[src/rtl/dmc_pkg.sv]
// Package for the debug mode controller: constants, states and carriers.
// Assumes a 10 MHz core clock and a 32-bit cause/enable register pair.
package dmc_pkg;

  // Reset sampling delay
  localparam int unsigned ENTRY_SAMPLE_CYC = 8;   // second pin sample after release
  localparam logic [3:0]  ENTRY_SAMPLE_CNT = 4'(ENTRY_SAMPLE_CYC);

  // Register offsets on the plain register port
  localparam logic [3:0] OFS_ENABLE  = 4'h0;  // debug_enable_reg
  localparam logic [3:0] OFS_CAUSE   = 4'h1;  // exception_cause_reg, clear on read
  localparam logic [3:0] OFS_STATUS  = 4'h2;  // mode and port status
  localparam logic [3:0] OFS_PORTDAT = 4'h3;  // port_data_reg
  localparam logic [3:0] OFS_MSTATE  = 4'h4;  // machine_state_reg allow bits

  // Cause / enable bit positions
  localparam int unsigned BIT_CHKSTOP = 29;  // machine check, allow clear
  localparam int unsigned BIT_MCHECK  = 28;  // machine check, allow set
  localparam int unsigned BIT_EXTIRQ  = 17;
  localparam int unsigned BIT_BRKPT   = 30;
  localparam logic [31:0] CAUSE_CHKSTOP = 32'h2000_0000;
  localparam logic [31:0] CAUSE_MCHECK  = 32'h1000_0000;

  // machine_state_reg allow bits
  localparam int unsigned MS_EXT_IRQ = 0;
  localparam int unsigned MS_MCHECK  = 1;

  // Reset values
  localparam logic [31:0] ENABLE_RST = 32'h0000_0000;
  localparam logic [1:0]  MSTATE_RST = 2'h0;

  // Pipeline flag codes
  localparam logic [1:0] FLAG_FREEZE = 2'h3;
  localparam logic [1:0] FLAG_IDLE   = 2'h0;

  // Port status codes shifted out
  localparam logic [1:0] ST_NULL   = 2'h0;
  localparam logic [1:0] ST_VALID  = 2'h1;
  localparam logic [1:0] ST_EXCEPT = 2'h2;
  localparam logic [1:0] ST_SEQERR = 2'h3;

  // Port transfer kinds from the serial front end
  typedef enum logic [1:0] {
    XK_INSTR = 2'h0,
    XK_DATA  = 2'h1,
    XK_TRAP  = 2'h2
  } dmc_xkind_t;

  // Processor run state, Gray along reset -> wait -> run -> debug
  typedef enum logic [2:0] {
    ST_RESET   = 3'b000,
    ST_WAIT    = 3'b001,
    ST_RUN     = 3'b011,
    ST_DEBUG   = 3'b010,
    ST_CHKSTOP = 3'b110
  } dmc_state_t;

  // Word arriving from the serial port
  typedef struct packed {
    logic       valid;
    dmc_xkind_t kind;
    logic [31:0] data;
  } dmc_port_in_t;

  // Processor event lines
  typedef struct packed {
    logic        exc;      // exception pulse
    logic [31:0] cause;    // one-hot cause of it
    logic        ext_irq;  // external interrupt request level
    logic        mcheck;   // machine check pulse
    logic        rfi;      // return_from_interrupt executed
    logic        port_data_reg_wr;  // CPU writes port_data_reg
    logic        port_data_reg_rd;  // CPU wants to read port_data_reg
  } dmc_cpu_ev_t;

  // Cause bit that maps to each enable bit
  function automatic logic [31:0] dmc_hit(input logic [31:0] cause, input logic [31:0] en);
    dmc_hit = cause & en;
  endfunction

endpackage

[src/rtl/dmc_pin_sync.sv]
// Three-stage synchroniser for a pin from outside the clock domain.
// Output changes only once stages two and three agree.
`timescale 1ns/1ps
module dmc_pin_sync
  import dmc_pkg::*;
(
  // Clock and reset
  input  wire logic clk,
  input  wire logic resetn,
  // Pin and result
  input  wire logic pin,
  output logic      level
);

  logic s1_ff;
  logic s2_ff;
  logic s3_ff;
  logic level_ff;

  // Shift chain; first stage feeds only the second
  always_ff @(posedge clk or negedge resetn)
  begin
    if (!resetn)
    begin
      s1_ff <= 1'b0;
      s2_ff <= 1'b0;
      s3_ff <= 1'b0;
    end
    else
    begin
      s1_ff <= pin;
      s2_ff <= s1_ff;
      s3_ff <= s2_ff;
    end
  end

  // Accept a change only when the later stages agree
  always_ff @(posedge clk or negedge resetn)
  begin
    if (!resetn)
      level_ff <= 1'b0;
    else if (s2_ff == s3_ff)
      level_ff <= s3_ff;
  end

  assign level = level_ff;

endmodule

[src/rtl/dmc_port_data.sv]
// Holding register for port_data_reg with registered read data.
// Assumes one writer per cycle; CPU writes win over port loads.
`timescale 1ns/1ps
module dmc_port_data
  import dmc_pkg::*;
(
  // Clock and reset
  input  wire logic        clk,
  input  wire logic        resetn,
  // Writers
  input  wire logic        cpu_wr,
  input  wire logic [31:0] cpu_wdata,
  input  wire logic        port_wr,
  input  wire logic [31:0] port_wdata,
  // Read side
  output logic [31:0]      rdata
);

  logic [31:0] word_ff;
  logic [31:0] rdata_ff;

  // Store: the CPU side has priority
  always_ff @(posedge clk or negedge resetn)
  begin
    if (!resetn)
      word_ff <= 32'h0000_0000;
    else if (cpu_wr)
      word_ff <= cpu_wdata;
    else if (port_wr)
      word_ff <= port_wdata;
  end

  // Registered read data
  always_ff @(posedge clk or negedge resetn)
  begin
    if (!resetn)
      rdata_ff <= 32'h0000_0000;
    else
      rdata_ff <= word_ff;
  end

  assign rdata = rdata_ff;

endmodule

[src/rtl/dmc_top.sv]
// Debug mode controller: reset-time debug enable, entry, freeze and exit.
// Assumes a serial front end delivers decoded port words and takes status.
`timescale 1ns/1ps
// Functional notes
// - Serial clock pin level just before reset release enables or disables debug.
// - Pin resampled eight cycles after release; low means normal reset-vector run.
// - Pin still high with debug enabled: breakpoint entry before first instruction runs.
// - Breakpoint and watchpoint logic keeps working while debug is disabled.
// - Enter debug when enabled, an exception occurs and its enable bit is set.
// - On entry save return address and state, then fetch from the port.
// - Cause register records the event that caused debug entry.
// - In debug every fetch comes from the port; data moves through it too.
// - Prefetch is off in debug so data follows its instruction directly.
// - Exceptions in debug do not save or branch; they flag port exception status.
// - External interrupt in debug flags the same status when unmasked and allowed.
// - Freeze on debug entry, or monitor entry only while debug is disabled.
// - Freeze shows as code 11 on the pipeline flags throughout debug.
// - Return-from-interrupt in debug leaves debug and removes the freeze code.
// - Reading the cause register clears it; a pending enabled cause re-enters.
// - Machine check with allow clear: checkstop unless debug and checkstop enable.
// - Machine check with allow set: exception unless debug and mcheck enable.
// - In debug the shifted-in word sets activity and the next status out.
// - Outside debug only trap-enable data is taken; else sequence error next.
module dmc_top
  import dmc_pkg::*;
(
  // Clock and reset
  input  wire logic         clk,
  input  wire logic         resetn,
  // Reset output of the chip, high while reset is driven
  input  wire logic         reset_output,
  // Development port pins and decoded words
  input  wire logic         dev_serial_clock_pin,
  input  wire dmc_port_in_t port_in,
  output logic [1:0]        port_status,
  output logic [31:0]       port_out_data,
  output logic [6:0]        trap_enable,
  // Processor events and controls
  input  wire dmc_cpu_ev_t  cpu_ev,
  input  wire logic [31:0]  cpu_wdata,
  output logic              fetch_from_port,
  output logic              prefetch_off,
  output logic              take_exception,
  output logic              save_context,
  output logic [31:0]       instr_to_cpu,
  output logic              instr_valid,
  output logic              checkstop,
  output logic              monitor_freeze,
  output logic [1:0]        pipeline_flag_pins,
  output logic              reset_vector_go,
  // Register port
  input  wire logic [3:0]   reg_addr,
  input  wire logic [31:0]  reg_wdata,
  input  wire logic         reg_wr,
  input  wire logic         reg_rd,
  output logic [31:0]       reg_rdata
);

  logic        pin_lvl;
  logic        rst_lvl;
  logic        rst_lvl_d_ff;
  logic        dbg_en_ff;
  logic [3:0]  samp_cnt_ff;
  logic        samp_act_ff;
  dmc_state_t  state_ff;
  logic [31:0] enable_ff;
  logic [31:0] cause_ff;
  logic [1:0]  mstate_ff;
  logic        exc_flag_ff;
  logic        seq_err_ff;
  logic        valid_ff;
  logic [1:0]  status_ff;
  logic [6:0]  trap_ff;
  logic [31:0] instr_ff;
  logic        instr_vld_ff;
  logic        take_exc_ff;
  logic        save_ff;
  logic        chk_ff;
  logic        mon_frz_ff;
  logic [1:0]  flags_ff;
  logic        go_ff;
  logic [31:0] rdata_ff;
  logic [31:0] pd_rdata;
  logic        rel_edge;
  logic        in_dbg;
  logic        enter_dbg;
  logic        rd_cause;
  logic        mc_to_dbg;
  logic        mc_chk;
  logic        mc_exc;
  logic        exc_hit;
  logic        irq_dbg;
  logic        word_in;
  logic        word_bad;
  logic        port_data_wr;

  // Pins from outside the clock domain
  dmc_pin_sync u_sync_pin (
    .clk    (clk),
    .resetn (resetn),
    .pin    (dev_serial_clock_pin),
    .level  (pin_lvl)
  );

  dmc_pin_sync u_sync_rst (
    .clk    (clk),
    .resetn (resetn),
    .pin    (reset_output),
    .level  (rst_lvl)
  );

  // Port data register holds CPU data for shifting out and port data for reads
  dmc_port_data u_pdata (
    .clk        (clk),
    .resetn     (resetn),
    .cpu_wr     (cpu_ev.port_data_reg_wr & in_dbg),
    .cpu_wdata  (cpu_wdata),
    .port_wr    (port_data_wr),
    .port_wdata (port_in.data),
    .rdata      (pd_rdata)
  );

  // Common terms
  assign rel_edge  = rst_lvl_d_ff & ~rst_lvl;
  assign in_dbg    = (state_ff == ST_DEBUG);
  assign rd_cause  = reg_rd && (reg_addr == OFS_CAUSE);
  assign word_in   = port_in.valid && (state_ff != ST_RESET);
  assign word_bad  = port_in.kind != XK_TRAP && status_ff < ST_EXCEPT &&
                     (!in_dbg || (port_in.kind == XK_INSTR) == cpu_ev.port_data_reg_rd);
  // Machine check resolution
  assign mc_chk    = cpu_ev.mcheck && !mstate_ff[MS_MCHECK] &&
                     !(dbg_en_ff && enable_ff[BIT_CHKSTOP]);
  assign mc_exc    = cpu_ev.mcheck && mstate_ff[MS_MCHECK] &&
                     !(dbg_en_ff && enable_ff[BIT_MCHECK]);
  assign mc_to_dbg = cpu_ev.mcheck && dbg_en_ff && !mc_chk && !mc_exc;
  assign exc_hit   = cpu_ev.exc && (dmc_hit(cpu_ev.cause, enable_ff) != 32'h0);
  // Entry from run; a pending enabled cause re-enters straight after return
  assign enter_dbg = (state_ff == ST_RUN) && dbg_en_ff &&
                     (exc_hit || mc_to_dbg ||
                      (dmc_hit(cause_ff, enable_ff) != 32'h0));
  assign irq_dbg   = in_dbg && cpu_ev.ext_irq && !enable_ff[BIT_EXTIRQ] &&
                     mstate_ff[MS_EXT_IRQ];
  assign port_data_wr = in_dbg && word_in && port_in.kind == XK_DATA &&
                        cpu_ev.port_data_reg_rd;

  // Reset output delay for release edge
  always_ff @(posedge clk or negedge resetn)
  begin
    if (!resetn)
      rst_lvl_d_ff <= 1'b0;
    else
      rst_lvl_d_ff <= rst_lvl;
  end

  // Debug enable caught while reset is driven, frozen once it releases
  always_ff @(posedge clk or negedge resetn)
  begin
    if (!resetn)
      dbg_en_ff <= 1'b0;
    else if (rst_lvl)
      dbg_en_ff <= pin_lvl;                      // last sample before release
  end

  // Count eight cycles after release for the second sample
  always_ff @(posedge clk or negedge resetn)
  begin
    if (!resetn)
    begin
      samp_cnt_ff <= 4'h0;
      samp_act_ff <= 1'b0;
    end
    else if (rst_lvl)
    begin
      samp_cnt_ff <= 4'h0;
      samp_act_ff <= 1'b0;
    end
    else if (rel_edge)
    begin
      samp_cnt_ff <= 4'h1;
      samp_act_ff <= 1'b1;
    end
    else if (samp_act_ff)
    begin
      samp_cnt_ff <= samp_cnt_ff + 4'h1;
      samp_act_ff <= (samp_cnt_ff != ENTRY_SAMPLE_CNT);
    end
  end

  // Run state machine
  always_ff @(posedge clk or negedge resetn)
  begin
    if (!resetn)
      state_ff <= ST_RESET;
    else if (rst_lvl)
      state_ff <= ST_RESET;
    else
    begin
      case (state_ff)
        ST_RESET: state_ff <= ST_WAIT;
        ST_WAIT:
          if (samp_act_ff && samp_cnt_ff == ENTRY_SAMPLE_CNT)
            state_ff <= (pin_lvl && dbg_en_ff) ? ST_DEBUG : ST_RUN;
        ST_RUN:
          if (mc_chk)
            state_ff <= ST_CHKSTOP;
          else if (enter_dbg)
            state_ff <= ST_DEBUG;
        ST_DEBUG:
          if (cpu_ev.rfi)
            state_ff <= ST_RUN;
        ST_CHKSTOP: state_ff <= ST_CHKSTOP;
        default: state_ff <= ST_RESET;
      endcase
    end
  end

  // Software registers: enable and allow bits
  always_ff @(posedge clk or negedge resetn)
  begin
    if (!resetn)
    begin
      enable_ff <= ENABLE_RST;
      mstate_ff <= MSTATE_RST;
    end
    else if (reg_wr)
    begin
      if (reg_addr == OFS_ENABLE)
        enable_ff <= reg_wdata;
      if (reg_addr == OFS_MSTATE)
        mstate_ff <= reg_wdata[1:0];
    end
  end

  // Cause register: events set, read clears, set wins over clear
  always_ff @(posedge clk or negedge resetn)
  begin
    if (!resetn)
      cause_ff <= 32'h0000_0000;
    else
    begin
      cause_ff <= (rd_cause ? 32'h0000_0000 : cause_ff)
                | (cpu_ev.exc ? cpu_ev.cause : 32'h0000_0000)
                | ((cpu_ev.mcheck && !mstate_ff[MS_MCHECK]) ? CAUSE_CHKSTOP : 32'h0)
                | ((cpu_ev.mcheck && mstate_ff[MS_MCHECK]) ? CAUSE_MCHECK : 32'h0)
                | ((state_ff == ST_WAIT && samp_cnt_ff == ENTRY_SAMPLE_CNT &&
                    pin_lvl && dbg_en_ff) ? (32'h1 << BIT_BRKPT) : 32'h0);
    end
  end

  // Exception status flag for the port; no save or branch in debug
  always_ff @(posedge clk or negedge resetn)
  begin
    if (!resetn)
      exc_flag_ff <= 1'b0;
    else if ((in_dbg && (cpu_ev.exc || cpu_ev.mcheck)) || irq_dbg)
      exc_flag_ff <= 1'b1;
    else if (word_in && !valid_ff && !word_bad)
      exc_flag_ff <= 1'b0;
  end

  // Port word handling and next status
  always_ff @(posedge clk or negedge resetn)
  begin
    if (!resetn)
    begin
      seq_err_ff   <= 1'b0;
      valid_ff     <= 1'b0;
      status_ff    <= ST_NULL;
      trap_ff      <= 7'h00;
      instr_ff     <= 32'h0000_0000;
      instr_vld_ff <= 1'b0;
    end
    else
    begin
      instr_vld_ff <= 1'b0;
      if (word_in)
      begin
        // Status for the next frame; priority valid, seq, exc
        status_ff <= valid_ff ? ST_VALID : word_bad ? ST_SEQERR :
                     exc_flag_ff ? ST_EXCEPT : ST_NULL;
        valid_ff   <= 1'b0;
        seq_err_ff <= word_bad;
        if (status_ff == ST_SEQERR || status_ff == ST_EXCEPT)
          seq_err_ff <= 1'b0;                     // Word dropped while error shifts out; a data word still loads port_data_reg
        else if (port_in.kind == XK_TRAP)
          trap_ff <= port_in.data[6:0];           // Trap enables accepted in any mode
        else if (!in_dbg)
          seq_err_ff <= 1'b1;
        else if (port_in.kind == XK_INSTR && !cpu_ev.port_data_reg_rd)
        begin
          instr_ff     <= port_in.data;
          instr_vld_ff <= 1'b1;
        end
        else if ((port_in.kind == XK_INSTR) == cpu_ev.port_data_reg_rd)
          seq_err_ff <= 1'b1;
      end
      if (in_dbg && cpu_ev.port_data_reg_wr)
        valid_ff <= 1'b1;
    end
  end

  // Processor side controls and pipeline flags
  always_ff @(posedge clk or negedge resetn)
  begin
    if (!resetn)
    begin
      take_exc_ff <= 1'b0;
      save_ff     <= 1'b0;
      chk_ff      <= 1'b0;
      mon_frz_ff  <= 1'b0;
      flags_ff    <= FLAG_IDLE;
      go_ff       <= 1'b0;
    end
    else
    begin
      // Normal exceptions run whether or not debug is enabled
      take_exc_ff <= (state_ff == ST_RUN) && !enter_dbg &&
                     (mc_exc || (cpu_ev.exc && !mc_chk));
      save_ff     <= (state_ff == ST_RUN) && (enter_dbg || cpu_ev.exc || mc_exc);
      chk_ff      <= (state_ff == ST_CHKSTOP) || mc_chk;
      go_ff       <= (state_ff == ST_WAIT) && samp_act_ff &&
                     samp_cnt_ff == ENTRY_SAMPLE_CNT;
      // Monitor freeze only with debug disabled
      if (!dbg_en_ff && state_ff == ST_RUN && exc_hit)
        mon_frz_ff <= 1'b1;
      else if (cpu_ev.rfi || dbg_en_ff)
        mon_frz_ff <= 1'b0;
      flags_ff <= ((in_dbg && !cpu_ev.rfi) || enter_dbg ||
                   (state_ff == ST_WAIT && samp_cnt_ff == ENTRY_SAMPLE_CNT &&
                    pin_lvl && dbg_en_ff)) ? FLAG_FREEZE : FLAG_IDLE;
    end
  end

  // Register read data, one cycle after the strobe
  always_ff @(posedge clk or negedge resetn)
  begin
    if (!resetn)
      rdata_ff <= 32'h0000_0000;
    else if (reg_rd)
    begin
      case (reg_addr)
        OFS_ENABLE:  rdata_ff <= enable_ff;
        OFS_CAUSE:   rdata_ff <= cause_ff;
        OFS_STATUS:  rdata_ff <= {26'h0, exc_flag_ff, seq_err_ff, dbg_en_ff, status_ff, in_dbg};
        OFS_PORTDAT: rdata_ff <= pd_rdata;
        OFS_MSTATE:  rdata_ff <= {30'h0, mstate_ff};
        default:     rdata_ff <= 32'h0000_0000;
      endcase
    end
    else
      rdata_ff <= 32'h0000_0000;
  end

  // Outputs from flip-flops; fetch and prefetch follow the pipeline flag register
  assign fetch_from_port    = flags_ff[0];
  assign prefetch_off       = flags_ff[1];
  assign port_status        = status_ff;
  assign port_out_data      = pd_rdata;
  assign trap_enable        = trap_ff;
  assign take_exception     = take_exc_ff;
  assign save_context       = save_ff;
  assign instr_to_cpu       = instr_ff;
  assign instr_valid        = instr_vld_ff;
  assign checkstop          = chk_ff;
  assign monitor_freeze     = mon_frz_ff;
  assign pipeline_flag_pins = flags_ff;
  assign reset_vector_go    = go_ff;
  assign reg_rdata          = rdata_ff;

endmodule

[config.mk]
export PLATFORM = sky130hd
export DESIGN_NAME = dmc_top
export DESIGN_NICKNAME = d
export VERILOG_FILES = /design/src/rtl/dmc_pkg.sv /design/src/rtl/dmc_pin_sync.sv /design/src/rtl/dmc_port_data.sv /design/src/rtl/dmc_top.sv
export SDC_FILE = /design/constraint.sdc
export NUM_CORES = 1
export LEC_CHECK = 0
export ABC_AREA = 0
export BUFFER_PORTS_ARGS = -buffer_cell sky130_fd_sc_hd__buf_2
export CAP_MARGIN = 10
export CORE_MARGIN = 2
export CORE_UTILIZATION = 51
export DETAILED_ROUTE_END_ITERATION = 8
export GPL_TIMING_DRIVEN = 0
export PLACE_DENSITY_LB_ADDON = 0.15
export SLEW_MARGIN = 20
export SYNTH_ARGS = -nofsm -noshare
export SYNTH_HDL_FRONTEND = slang
export SYNTH_SLANG_ARGS = --single-unit
[constraint.sdc]
create_clock -name clk -period 2.6 [get_ports clk]
set_input_delay 0.39 -clock clk [delete_from_list [all_inputs] [get_ports clk]]
set_output_delay 0.39 -clock clk [all_outputs]
set_load 0.02 [all_outputs]
# Word-level counts from Yosys, hierarchy flattened
# Cells that the tools add are included.
dict set report classes {
  eq_ne 21
  n_addsub 1
  order_cmp 1
  reduce_logical 83
  n_mux 42
  bitwise 11
}
# cell n
set ops {}
lappend ops {{2-to-1 mux 32 bit} 5}
lappend ops {{case mux 32 bit (5 select lines)} 1}
lappend ops {{AND 32 bit} 2}
lappend ops {{nonzero test 32 bit} 2}
lappend ops {{logical AND 1 bit} 41}
lappend ops {{OR 32 x 29 -> 32 bit} 1}
lappend ops {{OR 32 x 30 -> 32 bit} 1}
lappend ops {{OR 32 x 31 -> 32 bit} 1}
lappend ops {{OR 32 bit} 1}
lappend ops {{2-to-1 mux 31 bit} 1}
lappend ops {{2-to-1 mux 30 bit} 1}
lappend ops {{2-to-1 mux 29 bit} 1}
lappend ops {{2-to-1 mux 1 bit} 20}
lappend ops {{2-to-1 mux 3 bit} 5}
lappend ops {{case mux 3 bit (5 select lines)} 1}
lappend ops {{logical NOT 1 bit} 13}
lappend ops {{logical OR 1 bit} 13}
lappend ops {{2-to-1 mux 4 bit} 3}
lappend ops {{== test 4 x 2 -> 1 bit (second input constant)} 2}
lappend ops {{2-to-1 mux 2 bit} 4}
lappend ops {{nonzero test 2 bit} 4}
lappend ops {{== test 2 bit (second input constant)} 3}
lappend ops {{== test 3 x 2 -> 1 bit (second input constant)} 2}
lappend ops {{inequality test 3 x 2 -> 1 bit (second input constant)} 2}
lappend ops {{other kinds (21)} 29}
dict set report word_totals {
  ff_bits 232
  inputBits 147
  output_inout_bits 115
}

# Depth between registers and ports, before layout
# Gate-level depths: netlist of the first run.
dict set report logic_depth {
  depth_word 13
  depth_mapped 7
  depth_no_buf 7
}

# Hierarchy
# From an unflattened synthesis of the first run, not the netlist that was laid out.
dict set report hier_totals {
  hier_cells 690
  hier_area_um2 9195.1
}
# mod area_each_um2 n_inst cells_each
set modules_own_cells {}
lappend modules_own_cells {dmc_top 6656.4 1 509}
lappend modules_own_cells {dmc_port_data 2316.0 1 171}
lappend modules_own_cells {dmc_pin_sync 111.4 2 5}

# Least setup slack after synthesis of the first run
# OpenSTA, ideal clock, no wires.
dict set report synth_path {
  path_type {reg-to-reg}
  from {register state_ff[2]}
  to {register instr_ff[12] (netlist: instr_to_cpu[12])}
  n_path_buf 2
  arrival_time_ns 1.717
  synth_period_minus_slack_ns 1.842
  path_slack_ns 0.758
  stages_incl_launch_ff 6
  path_cell_list {dfrtp_1 -> buf_4 -> or3b_4 -> nor3_4 -> buf_6 -> mux2_2}
}
dict set report synth_via {
  elab_chain_len 3
  elab_cells_between_ends 4
  classes_between {eq/ne: 1; reduce/logical: 3}
}
# element line
set synth_lines {}
lappend synth_lines {{start, declared} dmc_top.sv:65} ;# dmc_state_t state_ff;
lappend synth_lines {{start signal, assigned} dmc_top.sv:202} ;# state_ff <= (pin_lvl && dbg_en_ff) ? ST_DEBUG : ST_RUN;
lappend synth_lines {{nonzero test 3 bit} dmc_top.sv:127} ;# assign word_in = port_in.valid && (state_ff != ST_RESET);
lappend synth_lines {{logical AND 1 bit} dmc_top.sv:127}
lappend synth_lines {{AND reduction 5 bit (no source line) *} --}
lappend synth_lines {{end signal, assigned} dmc_top.sv:291} ;# instr_ff <= port_in.data;
lappend synth_lines {{end, declared} dmc_top.sv:74} ;# logic [31:0] instr_ff;
# Every way passes the cells marked *; elsewhere a longest branch is shown, timed or not.
# A chain may end at the register's enable or synchronous reset.

# Worst setup path in the final report of the first run
dict set report layout_path {
  from {register enable_ff[29]}
  to {register take_exc_ff (netlist: take_exception)}
}
dict set report layout_via {
  elab_chain_len 12
  elab_cells_between_ends 19
  classes_between {bitwise: 2; reduce/logical: 17}
}
# element line
set layout_lines {}
lappend layout_lines {{start, declared} dmc_top.sv:66} ;# logic [31:0] enable_ff;
lappend layout_lines {{start signal, assigned} dmc_top.sv:228} ;# enable_ff <= reg_wdata;
lappend layout_lines {{branches (longest 11 deep; another with AND 32 bit)} --}
lappend layout_lines {{logical AND 1 bit *} dmc_top.sv:317} ;# take_exc_ff <= (state_ff == ST_RUN) && !enter_dbg &&
lappend layout_lines {{end signal, assigned} dmc_top.sv:317}
lappend layout_lines {{end, declared} dmc_top.sv:76} ;# logic take_exc_ff;
# Every way passes the cells marked *.

==> impl_results.md, run 1 <==
- Total power: between 8 and 9 mW
- Die H: between 100 and 150 um
- Max Clock Freq: about 0.45 GHz
- Post-synthesis register bit count: approximately 230
- Final nets: between 1000 and 1500
- Drt via density: 5.79
- RSZ-0062 raised after global routing: false
- CTS Buffer Depth: 3
- Vias in the first global route: approximately 7000
- Initial antenna violation count: 1
- Final GP Congestion: a little over 0.9
- Count leader, synth: dfrtp_1
- Seq pwr share: approximately 50%
- FP Rows: a little under 50
- Routed Antenna Nets: 0
- Clk_lat worst skew: between 0.5 and 0.6 ns
- Post-synth top cells: dfrtp_1 (231), mux2_2 (72), nand2_1 (52)
- Final Hold Viols: 0
- Final Cycle Share: a little over four fifths
- Final min period: roughly 2.2 ns
- Max-slew violations: 0
- Slowest-stage cell, CP: o41ai_2
- Synth cell types: 49
- Cells after synthesis: roughly 700
- Clk sinks: 231
- Number of synthesis warnings: 0
- Worst vdd ir: ~0.63 mV
- Slew HR: a little over half
- Crit-path cells: a22oi_1, nand4_1, o41ai_2, a31oi_1, nor4_1
- WP data arrival: 2.58 ns
- Final HPWL DP: around 20000 um
- Port Buffers: 260
- Post-route cell area: around 12000 sq um
- Internal power component: roughly 6.3 mW
- Setup TNS: 0 ns
- Clock network power share: between 30 and 40%
- Share of the yosys chip area belonging to registers: between 60% and 70%
- Final Core Density: around 65%
- R2R cell count: 5
- Initial DRC Count: between 700 and 800
- Skew final: roughly 0.013 ns
- Largest net degree at the start of global routing: between 90 and 100
- DRC: 0
- Gr usage total: 27.3%
- Lkg Pwr: 5.82 nW
- MaxCap Viol Count: 0
- Initial Utilization: 51.5%
- CTS tree: yes
- Post-cts sizing count: 0
- Syn Nets: between 800 and 900
- Switch Pwr: ~2.1 mW
- Total iterations of the first detailed-routing run: 9
- Worst hold path class: input port to flip-flop
- Syn-to-layout area delta: 27.1%
- Asr flop ratio synth: 100%
- Final setup vio count: 0
- CP startpoint kind: flip-flop
- Synthesized cell area: approximately 9200 sq um
- Met1 Usage GRT: between 40% and 50%
- Die ar.: 19100 sq um
- Average wire per standard cell: between 20 and 25 um
- Die width: roughly 140 um
- Hold Crit Depth: 2
- Slowest stage delay, CP: around 0.56 ns
- First-pass GRT wire length: 40700 um
- Grt ovf: 0
- Final WL: around 26000 um
- Num CTS Buffers: 25
- Top cell type's share of synthesized area: approximately 63%
- GRT Max-Usage Layer: met2
- Worst Max-Slew Pin Slew: around 0.68 ns
- Core Area: 17800 sq um
- Grt met2 use: about two fifths
- Gate power share: around 11%
- DR vias: a little over 7000
- Post-DP Area: ~11000 sq um
- Req. time, crit path: approximately 3.0 ns
- Setup bufs post-CTS: 0
- Run status: completed
- Post-Layout Cell Count: ~1200
- WS Path Type: flip-flop to flip-flop
- Main flop type after synthesis: dfrtp_1
- GRT met3 Usage: 5.16%
- DP Cell Count: 1182
- CP endpoint kind: flip-flop
- Syn_area_per_cell: roughly 13 sq um
- Worst-path clk slew: roughly 0.06 ns
- H-tree levels: 1
- Power Density: about 730 nW/um^2
- CP Max Fanout: 7
- I/O Pins: 262
- Dominant cell type by area after synthesis: dfrtp_1
- Synth top area cells: dfrtp_1 (63%), mux2_2 (8.9%), a222oi_1 (3.6%), mux2i_1 (3.6%), a22o_1 (3.0%)
- Sw frac: between 20% and 30%
- Clk root buf: clkbuf_16
- Post-synth EDFFs: 0
- # fillers: between 1000 and 1500
- Layout cells sized above 1: 39.6%
logic make-up after synthesis:
logic type	share of synthesized area, %
flip-flops	63.1
AO/OA/AOI/OAI	13.5
AND/OR/NAND/NOR	6.95
multiplexers	12.7
buffers and inverters	2.88
adder cells (fa/ha/maj)	0.628
XOR/XNOR	0.287
path summary, 6_finish.rpt:
kind	from	end	slack (ns)
worst min-delay path	reg_wdata[4]	enable_ff[4]	0.11
worst min register to register	u_sync_rst.s1_ff	u_sync_rst.s2_ff	0.35
worst max-delay path	enable_ff[29]	take_exception	0.40
min in group asynchronous	resetn	reg_rdata[8]	0.43
worst max register to register	enable_ff[29]	take_exception	0.40
max in group asynchronous	resetn	u_sync_rst.s1_ff	1.35
per-layer routing:
| metal | routed length [um] | share of wire (%) |
|---|---|---|
| met5 | 0 | 0 |
| met1 | 11300 | 43 |
| met3 | 2330 | 8.8 |
| met2 | 11800 | 45 |
| met4 | 976 | 3.7 |
stage by stage:
step / worst slack (ns) / hold slack (ns)
2_1_floorplan: 0.758 / 0.0944
3_3_place_gp: -2.88 / 0.335
3_5_place_dp: 0.387 / 0.341
4_1_cts: 0.453 / 0.102
5_1_grt: 0.319 / 0.115
6_report: 0.399 / 0.115
sequential cells by signal, indices dropped and copies added (netlist names), 3 cells and up:
register	flops
trap_enable	7
enable_ff	32
reg_rdata	32
instr_to_cpu	32
cause_ff	32
samp_cnt_ff	4
state_ff	3
u_pdata.rdata	32
u_pdata.word_ff	32
worst max-delay path: cells and delay by family, from the launching register on:
kind	cells	cell delay, ns
simple gates	2	0.55
compound gates	3	1.03
flops	1	0.48
power groups by stage:
stage,Clock (mW),Sequential [mW],Combinational (mW)
floorplan,0,4.16,0.450
global placement,0,4.18,0.917
detailed placement,0,4.18,0.945
CTS,3.43,4.12,0.954
global route,3.57,4.16,1.03
finish,3.36,4.14,0.950
timing repair:
action	4_1_cts	5_1_grt
hold buffers	3	0
endpoints found under the hold margin	66	0
setup endpoints to repair	0	0
cell usage in the layout (no fill, tap or decap), types with 10 or more instances in the layout:
| cell | n |
|---|---|
| a21oi_1 | 12 |
| a222oi_1 | 33 |
| a22o_1 | 31 |
| a22oi_1 | 31 |
| buf_2 | 263 |
| clkbuf_1 | 34 |
| clkbuf_16 | 25 |
| dfrtp_1 | 231 |
| mux2_2 | 72 |
| mux2i_1 | 33 |
| nand2_1 | 52 |
| nand4_1 | 10 |
| nor2_1 | 37 |
| nor3_1 | 10 |
| o21ai_0 | 10 |
| o21ai_1 | 30 |
layout make-up:
type	instances	area [sq um]	share of cell area [%]
buffer	43	230	1.98
tap	229	287	2.46
clock inverter	3	15.0	0.129
multi-input combinational	408	3120	26.8
timing repair buffer	265	1400	12.0
inverter	9	33.8	0.290
antenna	1	2.50	0.0215
clock buffer	40	772	6.63
sequential	231	5780	49.7
Power figures use the tool's default switching activity.
==> run 2: changes to the inputs <==
--- a/config.mk
+++ b/config.mk
@@ -9,7 +9,7 @@
 export BUFFER_PORTS_ARGS = -buffer_cell sky130_fd_sc_hd__buf_2
 export CAP_MARGIN = 10
 export CORE_MARGIN = 2
-export CORE_UTILIZATION = 51
+export CORE_UTILIZATION = 47
 export DETAILED_ROUTE_END_ITERATION = 8
 export GPL_TIMING_DRIVEN = 0
 export PLACE_DENSITY_LB_ADDON = 0.15
==> constraint.sdc (replaced) <==
create_clock -name clk -period 1.99 [get_ports clk]
set_input_delay 0.2985 -clock clk [delete_from_list [all_inputs] [get_ports clk]]
set_output_delay 0.2985 -clock clk [all_outputs]
set_load 0.02 [all_outputs]
==> run 2 against run 1 <==
Non-clock buffer count up 6. Register-to-register slack got worse by 0.36 ns. Sequential share of layout area down 0.98 points. Worst hold slack worse by 0.097 ns. Die area increased by 8.3%. Core utilization decreased by 3.8 points. Flip-flop and latch count unchanged.
==> impl_results.md, run 2 (synthesis gave the netlist of run 1 again) <==
- Crit-path cells: a22oi_2, nand4_1, o41ai_4, a31oi_4, nor4_2
- Most common cell after layout, fill and taps aside: buf_2
- WP data arrival: 2.35 ns (-0.23 ns)
- CTS Buffer Depth: 3 (unchanged)
- Drt via density: 5.63 (-2.8%)
- Worst hold path class: input port to flip-flop
- Die width: 144 um (+4.0%)
- Clk sinks: 231 (unchanged)
- Setup TNS: 0 ns (unchanged)
- Lkg Pwr: 5.88 nW (+1.1%)
- Area of the multi-input gates: 3230 sq um (+3.4%)
- Internal power component: 8.55 mW (+36%)
- Average wire per standard cell: 21.6 um (+0.39%)
- First-pass GRT wire length: 41000 um (+0.88%)
- Sw frac: 25.1% (-0.30 points)
- Max-slew violations: 0 (unchanged)
- Initial Utilization: 47.5% (-4.0 points)
- Worst-path clk slew: 0.06 ns (about the same)
- Gr usage total: 26.5% (-0.73 points)
- Final WL: 27400 um (+3.5%)
- Post-Layout Cell Count: 1267 (+3.1%)
- Commonest non-fill, non-tap cells in the layout: buf_2 (263), dfrtp_1 (226), mux2_2 (72), nand2_1 (52), nor2_1 (37)
- Largest net degree at the start of global routing: 86 (-9.5%)
- Vias in the first global route: 7057 (+0.70%)
- Num CTS Buffers: 25 (unchanged)
- Die H: 144 um (+4.0%)
- Power Density: 960 nW/um^2 (+32%)
- Grt ovf: 0 (unchanged)
- Die ar.: 20600 sq um (+8.3%)
- Clock network power share: 41.0% (+1.2 points)
- Buf/Inv on CP: 0 (unchanged)
- Final nets: 1139 (+0.53%)
- MaxCap Viol Count: 0 (unchanged)
- CP Max Fanout: 4 (-3)
- WS Path Type: flip-flop to flip-flop
- Clk_lat worst skew: 0.51 ns (about the same)
- Post-route cell area: 11900 sq um (+2.1%)
- Post-DP Area: 10900 sq um (+0.42%)
- Final min period: 1.95 ns (-0.249 ns)
- DRC: 0 (unchanged)
- Initial DRC Count: 837 (+15%)
- Switch Pwr: 2.86 mW (+33%)
- Port Buffers: 260 (unchanged)
- R2R Setup Slk: 0.04 ns (-0.36 ns)
- Final HPWL DP: 20400 um (+2.8%)
- Final GP Congestion: 0.953 (+2.5%)
- Final Cycle Share: 98.1% (+13 points)
- I/O Pins: 262 (unchanged)
- Slowest-stage cell, CP: o41ai_4
- Final Hold Viols: 0 (unchanged)
- Syn-to-layout area delta: 29.8%
- Req. time, crit path: 2.39 ns (-0.59 ns)
- Slew HR: 54.3% (-0.28 points)
- Clk root buf: clkbuf_16
- # fillers: 1668 (+17%)
- Register area: 5790 sq um (+0.11%)
- FP Rows: 51 (+4.1%)
- Seq pwr share: 47.5% (-1.5 points)
- Worst Max-Slew Pin Slew: 0.684 ns (+0.00699 ns)
- H-tree levels: 1 (unchanged)
- Initial antenna violation count: 1 (unchanged)
- Final setup vio count: 0 (unchanged)
- CP endpoint kind: flip-flop
- Skew final: 0.0128 ns (-0.000126 ns)
- Worst vdd ir: 0.546 mV (-13%)
- DP Cell Count: 1218 (+3.0%)
- DR vias: 7131 (+0.24%)
- CTS tree: yes
- Run status: completed
- Max Clock Freq: 0.512 GHz (+13%)
- Routed Antenna Nets: 0 (unchanged)
- Top Family by Delay on Critical Path: compound AO/OA/AOI/OAI gates
- Gate power share: 11.5% (+0.2 points)
- CP startpoint kind: flip-flop
- Slowest stage delay, CP: 0.51 ns (-0.05 ns)
- Total iterations of the first detailed-routing run: 8 (-1)
- RSZ-0062 raised after global routing: true
- Core Area: 19300 sq um (+8.4%)
- Final Core Density: 61.7% (-3.8 points)
- Layout cells sized above 1: 42.0% (+2.3 points)
-- run 2: final timing paths --
kind,end,startpoint,depth (start not counted)
setup / recovery,take_exception,enable_ff[7],5
hold / removal,enable_ff[27],reg_wdata[27],2
setup reg to reg,take_exception,enable_ff[7],5
hold reg to reg,u_sync_rst.s2_ff,u_sync_rst.s1_ff,0
max in group asynchronous,u_pdata.rdata[17],resetn,4
min in group asynchronous,enable_ff[5],resetn,2
-- run 2: area by class of cell --
cell class              count  area share (%)
multi-input cells         408            27.2
clock inverters             6            1.09
plain buffers              43            1.96
flip-flops and latches    231            48.7
diodes                      1          0.0211
repair buffers            271            12.2
clock buffers              33            5.77
well taps                 265            2.79
inverters                   9           0.284
-- run 2: what timing repair did --
action / CTS / global route
gates resized for setup: 7 / 20
endpoints found under the setup margin: 64 / 27
buffers inserted: 3 / 3
hold buffers: 3 / 0
endpoints found under the hold margin: 71 / 0
pin swaps: 3 / 5
-- run 2: worst register-to-register path: cells and delay by family (launching register included) --
kind | cells | cell delay, ns
DFF | 1 | 0.44
and+or+nand+nor | 2 | 0.54
AOI/OAI and AO/OA | 3 | 0.87
-- run 2: per-stage QoR --
step / power [mW] / setup WS, ns / hold slack, ns
after floorplan: 6.03 / 0.148 / 0.00291
after global placement: 6.66 / -3.43 / 0.337
after detailed placement: 6.70 / -0.168 / 0.292
after CTS: 11.4 / 0.00855 / 0.00306
after global routing: 11.8 / -0.0106 / 0.00847
final: 11.4 / 0.0385 / 0.0174
-- run 2: power by group through the flow --
| stage | Combinational (mW) | Clock, mW | Sequential [mW] |
|---|---|---|---|
| final | 1.31 | 4.68 | 5.42 |
| after global routing | 1.42 | 4.97 | 5.44 |
| after CTS | 1.27 | 4.76 | 5.38 |
| after detailed placement | 1.24 | 0 | 5.46 |
| after global placement | 1.21 | 0 | 5.45 |
| after floorplan | 0.589 | 0 | 5.44 |
-- run 2: routing by layer --
metal,GRT usage [%],part of all wire [%],vias up
met4,9.96,3.1,0
met3,5.33,10,63
met1,38.3,42,3477
met2,40.0,45,419
met5,0,0,-
li1,-,-,3172
==> run 3: changes to the inputs <==
--- a/config.mk
+++ b/config.mk
@@ -13,7 +13,9 @@
 export DETAILED_ROUTE_END_ITERATION = 8
 export GPL_TIMING_DRIVEN = 0
 export PLACE_DENSITY_LB_ADDON = 0.15
+export SETUP_SLACK_MARGIN = 0.4
 export SLEW_MARGIN = 20
 export SYNTH_ARGS = -nofsm -noshare
 export SYNTH_HDL_FRONTEND = slang
+export SYNTH_HIERARCHICAL = 1
 export SYNTH_SLANG_ARGS = --single-unit
==> run 3 against run 2 <==
Die area grew 0.36%. Synthesized cell count shrank 0.14%. Worst hold slack worse by 0.011 ns. Worst setup slack gained 0.050 ns. Critical endpoint is now instr_to_cpu[27]. Register-to-register slack gained 0.05 ns. Sequential power about the same. First-iteration DRC count decreased by 19%. Fmax up 2.6%. Flip-flop and latch count unchanged.
==> impl_results.md, run 3 <==
- Run status: completed
- Most common cell after layout, fill and taps aside: buf_2
- Max Clock Freq: 0.526 GHz (+2.6%)
- Worst-path clk slew: 0.06 ns (about the same)
- DR vias: 7402 (+3.8%)
- Setup TNS: 0 ns (unchanged)
- Main flop type after synthesis: dfrtp_1
- CTS tree: yes
- Core Area: 19300 sq um (+0.33%)
- Final nets: 1199 (+5.3%)
- GRT Max-Usage Layer: met2
- R2R Setup Slk: 0.09 ns (+0.05 ns)
- CP endpoint kind: flip-flop
- Final Cycle Share: 95.6% (-2.5 points)
- Slew HR: 35.5% (-19 points)
- Post-synth top cells: dfrtp_1 (231), mux2_2 (74), nand2_1 (52)
- Commonest non-fill, non-tap cells in the layout: buf_2 (266), dfrtp_1 (221), mux2_2 (74), nand2_1 (51), nor2_1 (36)
- First-pass GRT wire length: 41000 um (about the same)
- Final WL: 28100 um (+2.4%)
- WHS Endpoint: u_pdata/word_ff[23]
- Syn_area_per_cell: 13.3 sq um (+0.51%)
- Dominant cell type by area after synthesis: dfrtp_1
- Hold Path Origin: cpu_wdata[23]
- R2r endpoint: instr_to_cpu[27]
- Top Family by Delay on Critical Path: buffers and inverters
- Initial Utilization: 47.6% (about the same)
- Drt via density: 5.53 (-1.8%)
- Num CTS Buffers: 25 (unchanged)
- Final setup vio count: 0 (unchanged)
- CTS Buffer Depth: 3 (unchanged)
- Synthesized cell area: 9200 sq um (+0.37%)
- Port Buffers: 260 (unchanged)
- Worst hold path class: input port to flip-flop
- RSZ-0062 raised after global routing: true
- Initial antenna violation count: 10 (+9)
- Syn Nets: 840 (-0.12%)
- Buf/Inv on CP: 7 (+7)
- WS Path Type: flip-flop to flip-flop
- Share of the yosys chip area belonging to registers: 62.9% (-0.23 points)
- Gr usage total: 26.4% (-0.16 points)
- Initial DRC Count: 679 (-19%)
- Number of synthesis warnings: 6 (+6)
- Final Hold Viols: 0 (unchanged)
- Hold Crit Depth: 3 (+1)
- Top cell type's share of synthesized area: 62.9% (-0.23 points)
- Routed Antenna Nets: 0 (unchanged)
- Syn-to-layout area delta: 38.9%
- Asr flop ratio synth: 100% (unchanged)
- Met1 Usage GRT: 36.1% (-2.2 points)
- Skew final: 0.0225 ns (+0.00967 ns)
- Post-synth EDFFs: 0 (unchanged)
- Total iterations of the first detailed-routing run: 7 (-1)
- # fillers: 1487 (-11%)
- Req. time, crit path: 2.40 ns (about the same)
- Synth top area cells: dfrtp_1 (63%), mux2_2 (9.1%), a222oi_1 (3.6%), mux2i_1 (3.6%), a22o_1 (3.0%)
- Slowest-stage cell, CP: dfrtp_1
- Largest net degree at the start of global routing: 100 (+16%)
- Total power: 11.4 mW (+0.20%)
- Grt ovf: 0 (unchanged)
- Synth cell types: 50 (+2.0%)
- Final min period: 1.90 ns (-0.0499 ns)
- Max-slew violations: 0 (unchanged)
- R2R cell count: 10 (+5)
- H-tree levels: 1 (unchanged)
- Die width: 144 um (+0.18%)
- Post-synthesis register bit count: 231 (unchanged)
- Crit-path most repeated cell: buf_6
- FP Rows: 51 (unchanged)
- Clk sinks: 231 (unchanged)
- Die ar.: 20700 sq um (+0.36%)
- Final HPWL DP: 19700 um (-3.5%)
- Layout cells sized above 1: 45.4% (+3.5 points)
- Worst Max-Slew Pin Slew: 0.954 ns (+0.270 ns)
- Power Density: 895 nW/um^2 (-6.8%)
- Final Core Density: 66.1% (+4.4 points)
- Grt met2 use: 41.0% (+0.98 points)
- CP Max Fanout: 7 (+3)
- WP data arrival: 2.31 ns (-0.04 ns)
- Clk root buf: clkbuf_16
- Die H: 144 um (+0.18%)
- Crit-path cells: buf_6, nor3b_4, buf_4, buf_6, buf_6, nand4_4, buf_12, buf_12, buf_16, mux2_2
- Lkg Pwr: 6.33 nW (+7.6%)
- CP startpoint kind: flip-flop
- Vias in the first global route: 7173 (+1.6%)
- Cells after synthesis: 690 (-0.14%)
- Final GP Congestion: 0.899 (-5.7%)
- MaxCap Viol Count: 0 (unchanged)
- Slowest stage delay, CP: 0.38 ns (-0.13 ns)
- Worst vdd ir: 0.545 mV (about the same)
- Average wire per standard cell: 21.0 um (-3.1%)
- GRT met3 Usage: 6.70% (+1.4 points)
- Clk_lat worst skew: 0.53 ns (+0.02 ns)
- DRC: 0 (unchanged)
- Count leader, synth: dfrtp_1
- I/O Pins: 262 (unchanged)
- Critical R2R Launch: state_ff[2]
[run 3: changes by cell type after synthesis, sizes merged, moves of 2 or more]
cell / before / now
buf: 15 / 22
inv: 9 / 11
o21ai: 40 / 38
nor3: 11 / 8
clkbuf: 28 / 21
[run 3: metal layers]
metal  part of all wire (%)  up-vias  wire length [um]
met5                  0.050        -                14
met3                    8.8       65              2480
met4                    2.7        4               769
met2                     47      338             13200
li1                       -     3324                 -
met1                     41     3671             11600
[run 3: report_power, final]
| group | switching [mW] | leakage (nW) | total [mW] | internal [mW] |
|---|---|---|---|---|
| Sequential | 0.363 | 2.96 | 5.39 | 5.02 |
| Clock | 1.82 | 0.415 | 4.64 | 2.81 |
| Combinational | 0.707 | 2.96 | 1.41 | 0.702 |
[run 3: cell type report]
class / count / area, sq um / area share [%]
multi-input cells: 405 / 3300 / 25.9
inverters: 11 / 41.3 / 0.323
flip-flops and latches: 231 / 5790 / 45.3
plain buffers: 43 / 302 / 2.36
diodes: 9 / 22.5 / 0.176
well taps: 265 / 332 / 2.60
clock buffers: 35 / 733 / 5.74
repair buffers: 332 / 2150 / 16.8
clock inverters: 8 / 97.6 / 0.764
[run 3: worst register-to-register path, delay by kind of cell (launching register included)]
| kind | cells | cell delay [ns] |
|---|---|---|
| muxes | 1 | 0.26 |
| DFF | 1 | 0.38 |
| buffers and inverters | 7 | 0.90 |
| and+or+nand+nor | 2 | 0.26 |
[run 3: how the worst max path moves through the flow]
stage / slack, ns / cells after the start / end / from
after floorplan: 0.31 / 8 / u_pdata/word_ff[13] / state_ff[2]
after global placement: -3.49 / 1 / instr_to_cpu[13] / resetn
after detailed placement: -0.08 / 4 / instr_to_cpu[9] / state_ff[1]
after CTS: 0.06 / 8 / u_pdata/word_ff[23] / state_ff[2]
after global routing: 0.006 / 10 / instr_to_cpu[27] / state_ff[2]
final: 0.09 / 10 / instr_to_cpu[27] / state_ff[2]
[run 3: per-stage QoR]
step           setup slack, ns  hold slack, ns  area [sq um]  instances
4_1_cts                 0.0636        0.000102         12500       1322
2_1_floorplan            0.312         0.00291          9210        690
3_3_place_gp             -3.49           0.334         10800       1215
3_5_place_dp           -0.0802           0.202         10900       1217
5_1_grt                0.00557        0.000447         12800       1335
6_report                0.0884         0.00683         12800       1339
[run 3: kinds of logic after synthesis]
logic type | Yosys count | synth area share (%)
AND/OR/NAND/NOR | 127 | 6.74
flip-flops | 231 | 62.9
AO/OA/AOI/OAI | 163 | 13.7
buffers and inverters | 54 | 3.13
XOR/XNOR | 3 | 0.286
multiplexers | 107 | 12.7
adder cells (fa/ha/maj) | 5 | 0.653
[run 3: timing repair]
action,4_1_cts,5_1_grt
gates resized for setup,42,31
buffers inserted,24,5
hold buffers,35,0
endpoints found under the setup margin,77,83
cloned,3,3
hold endpoints to repair,72,0
pin swaps,17,18
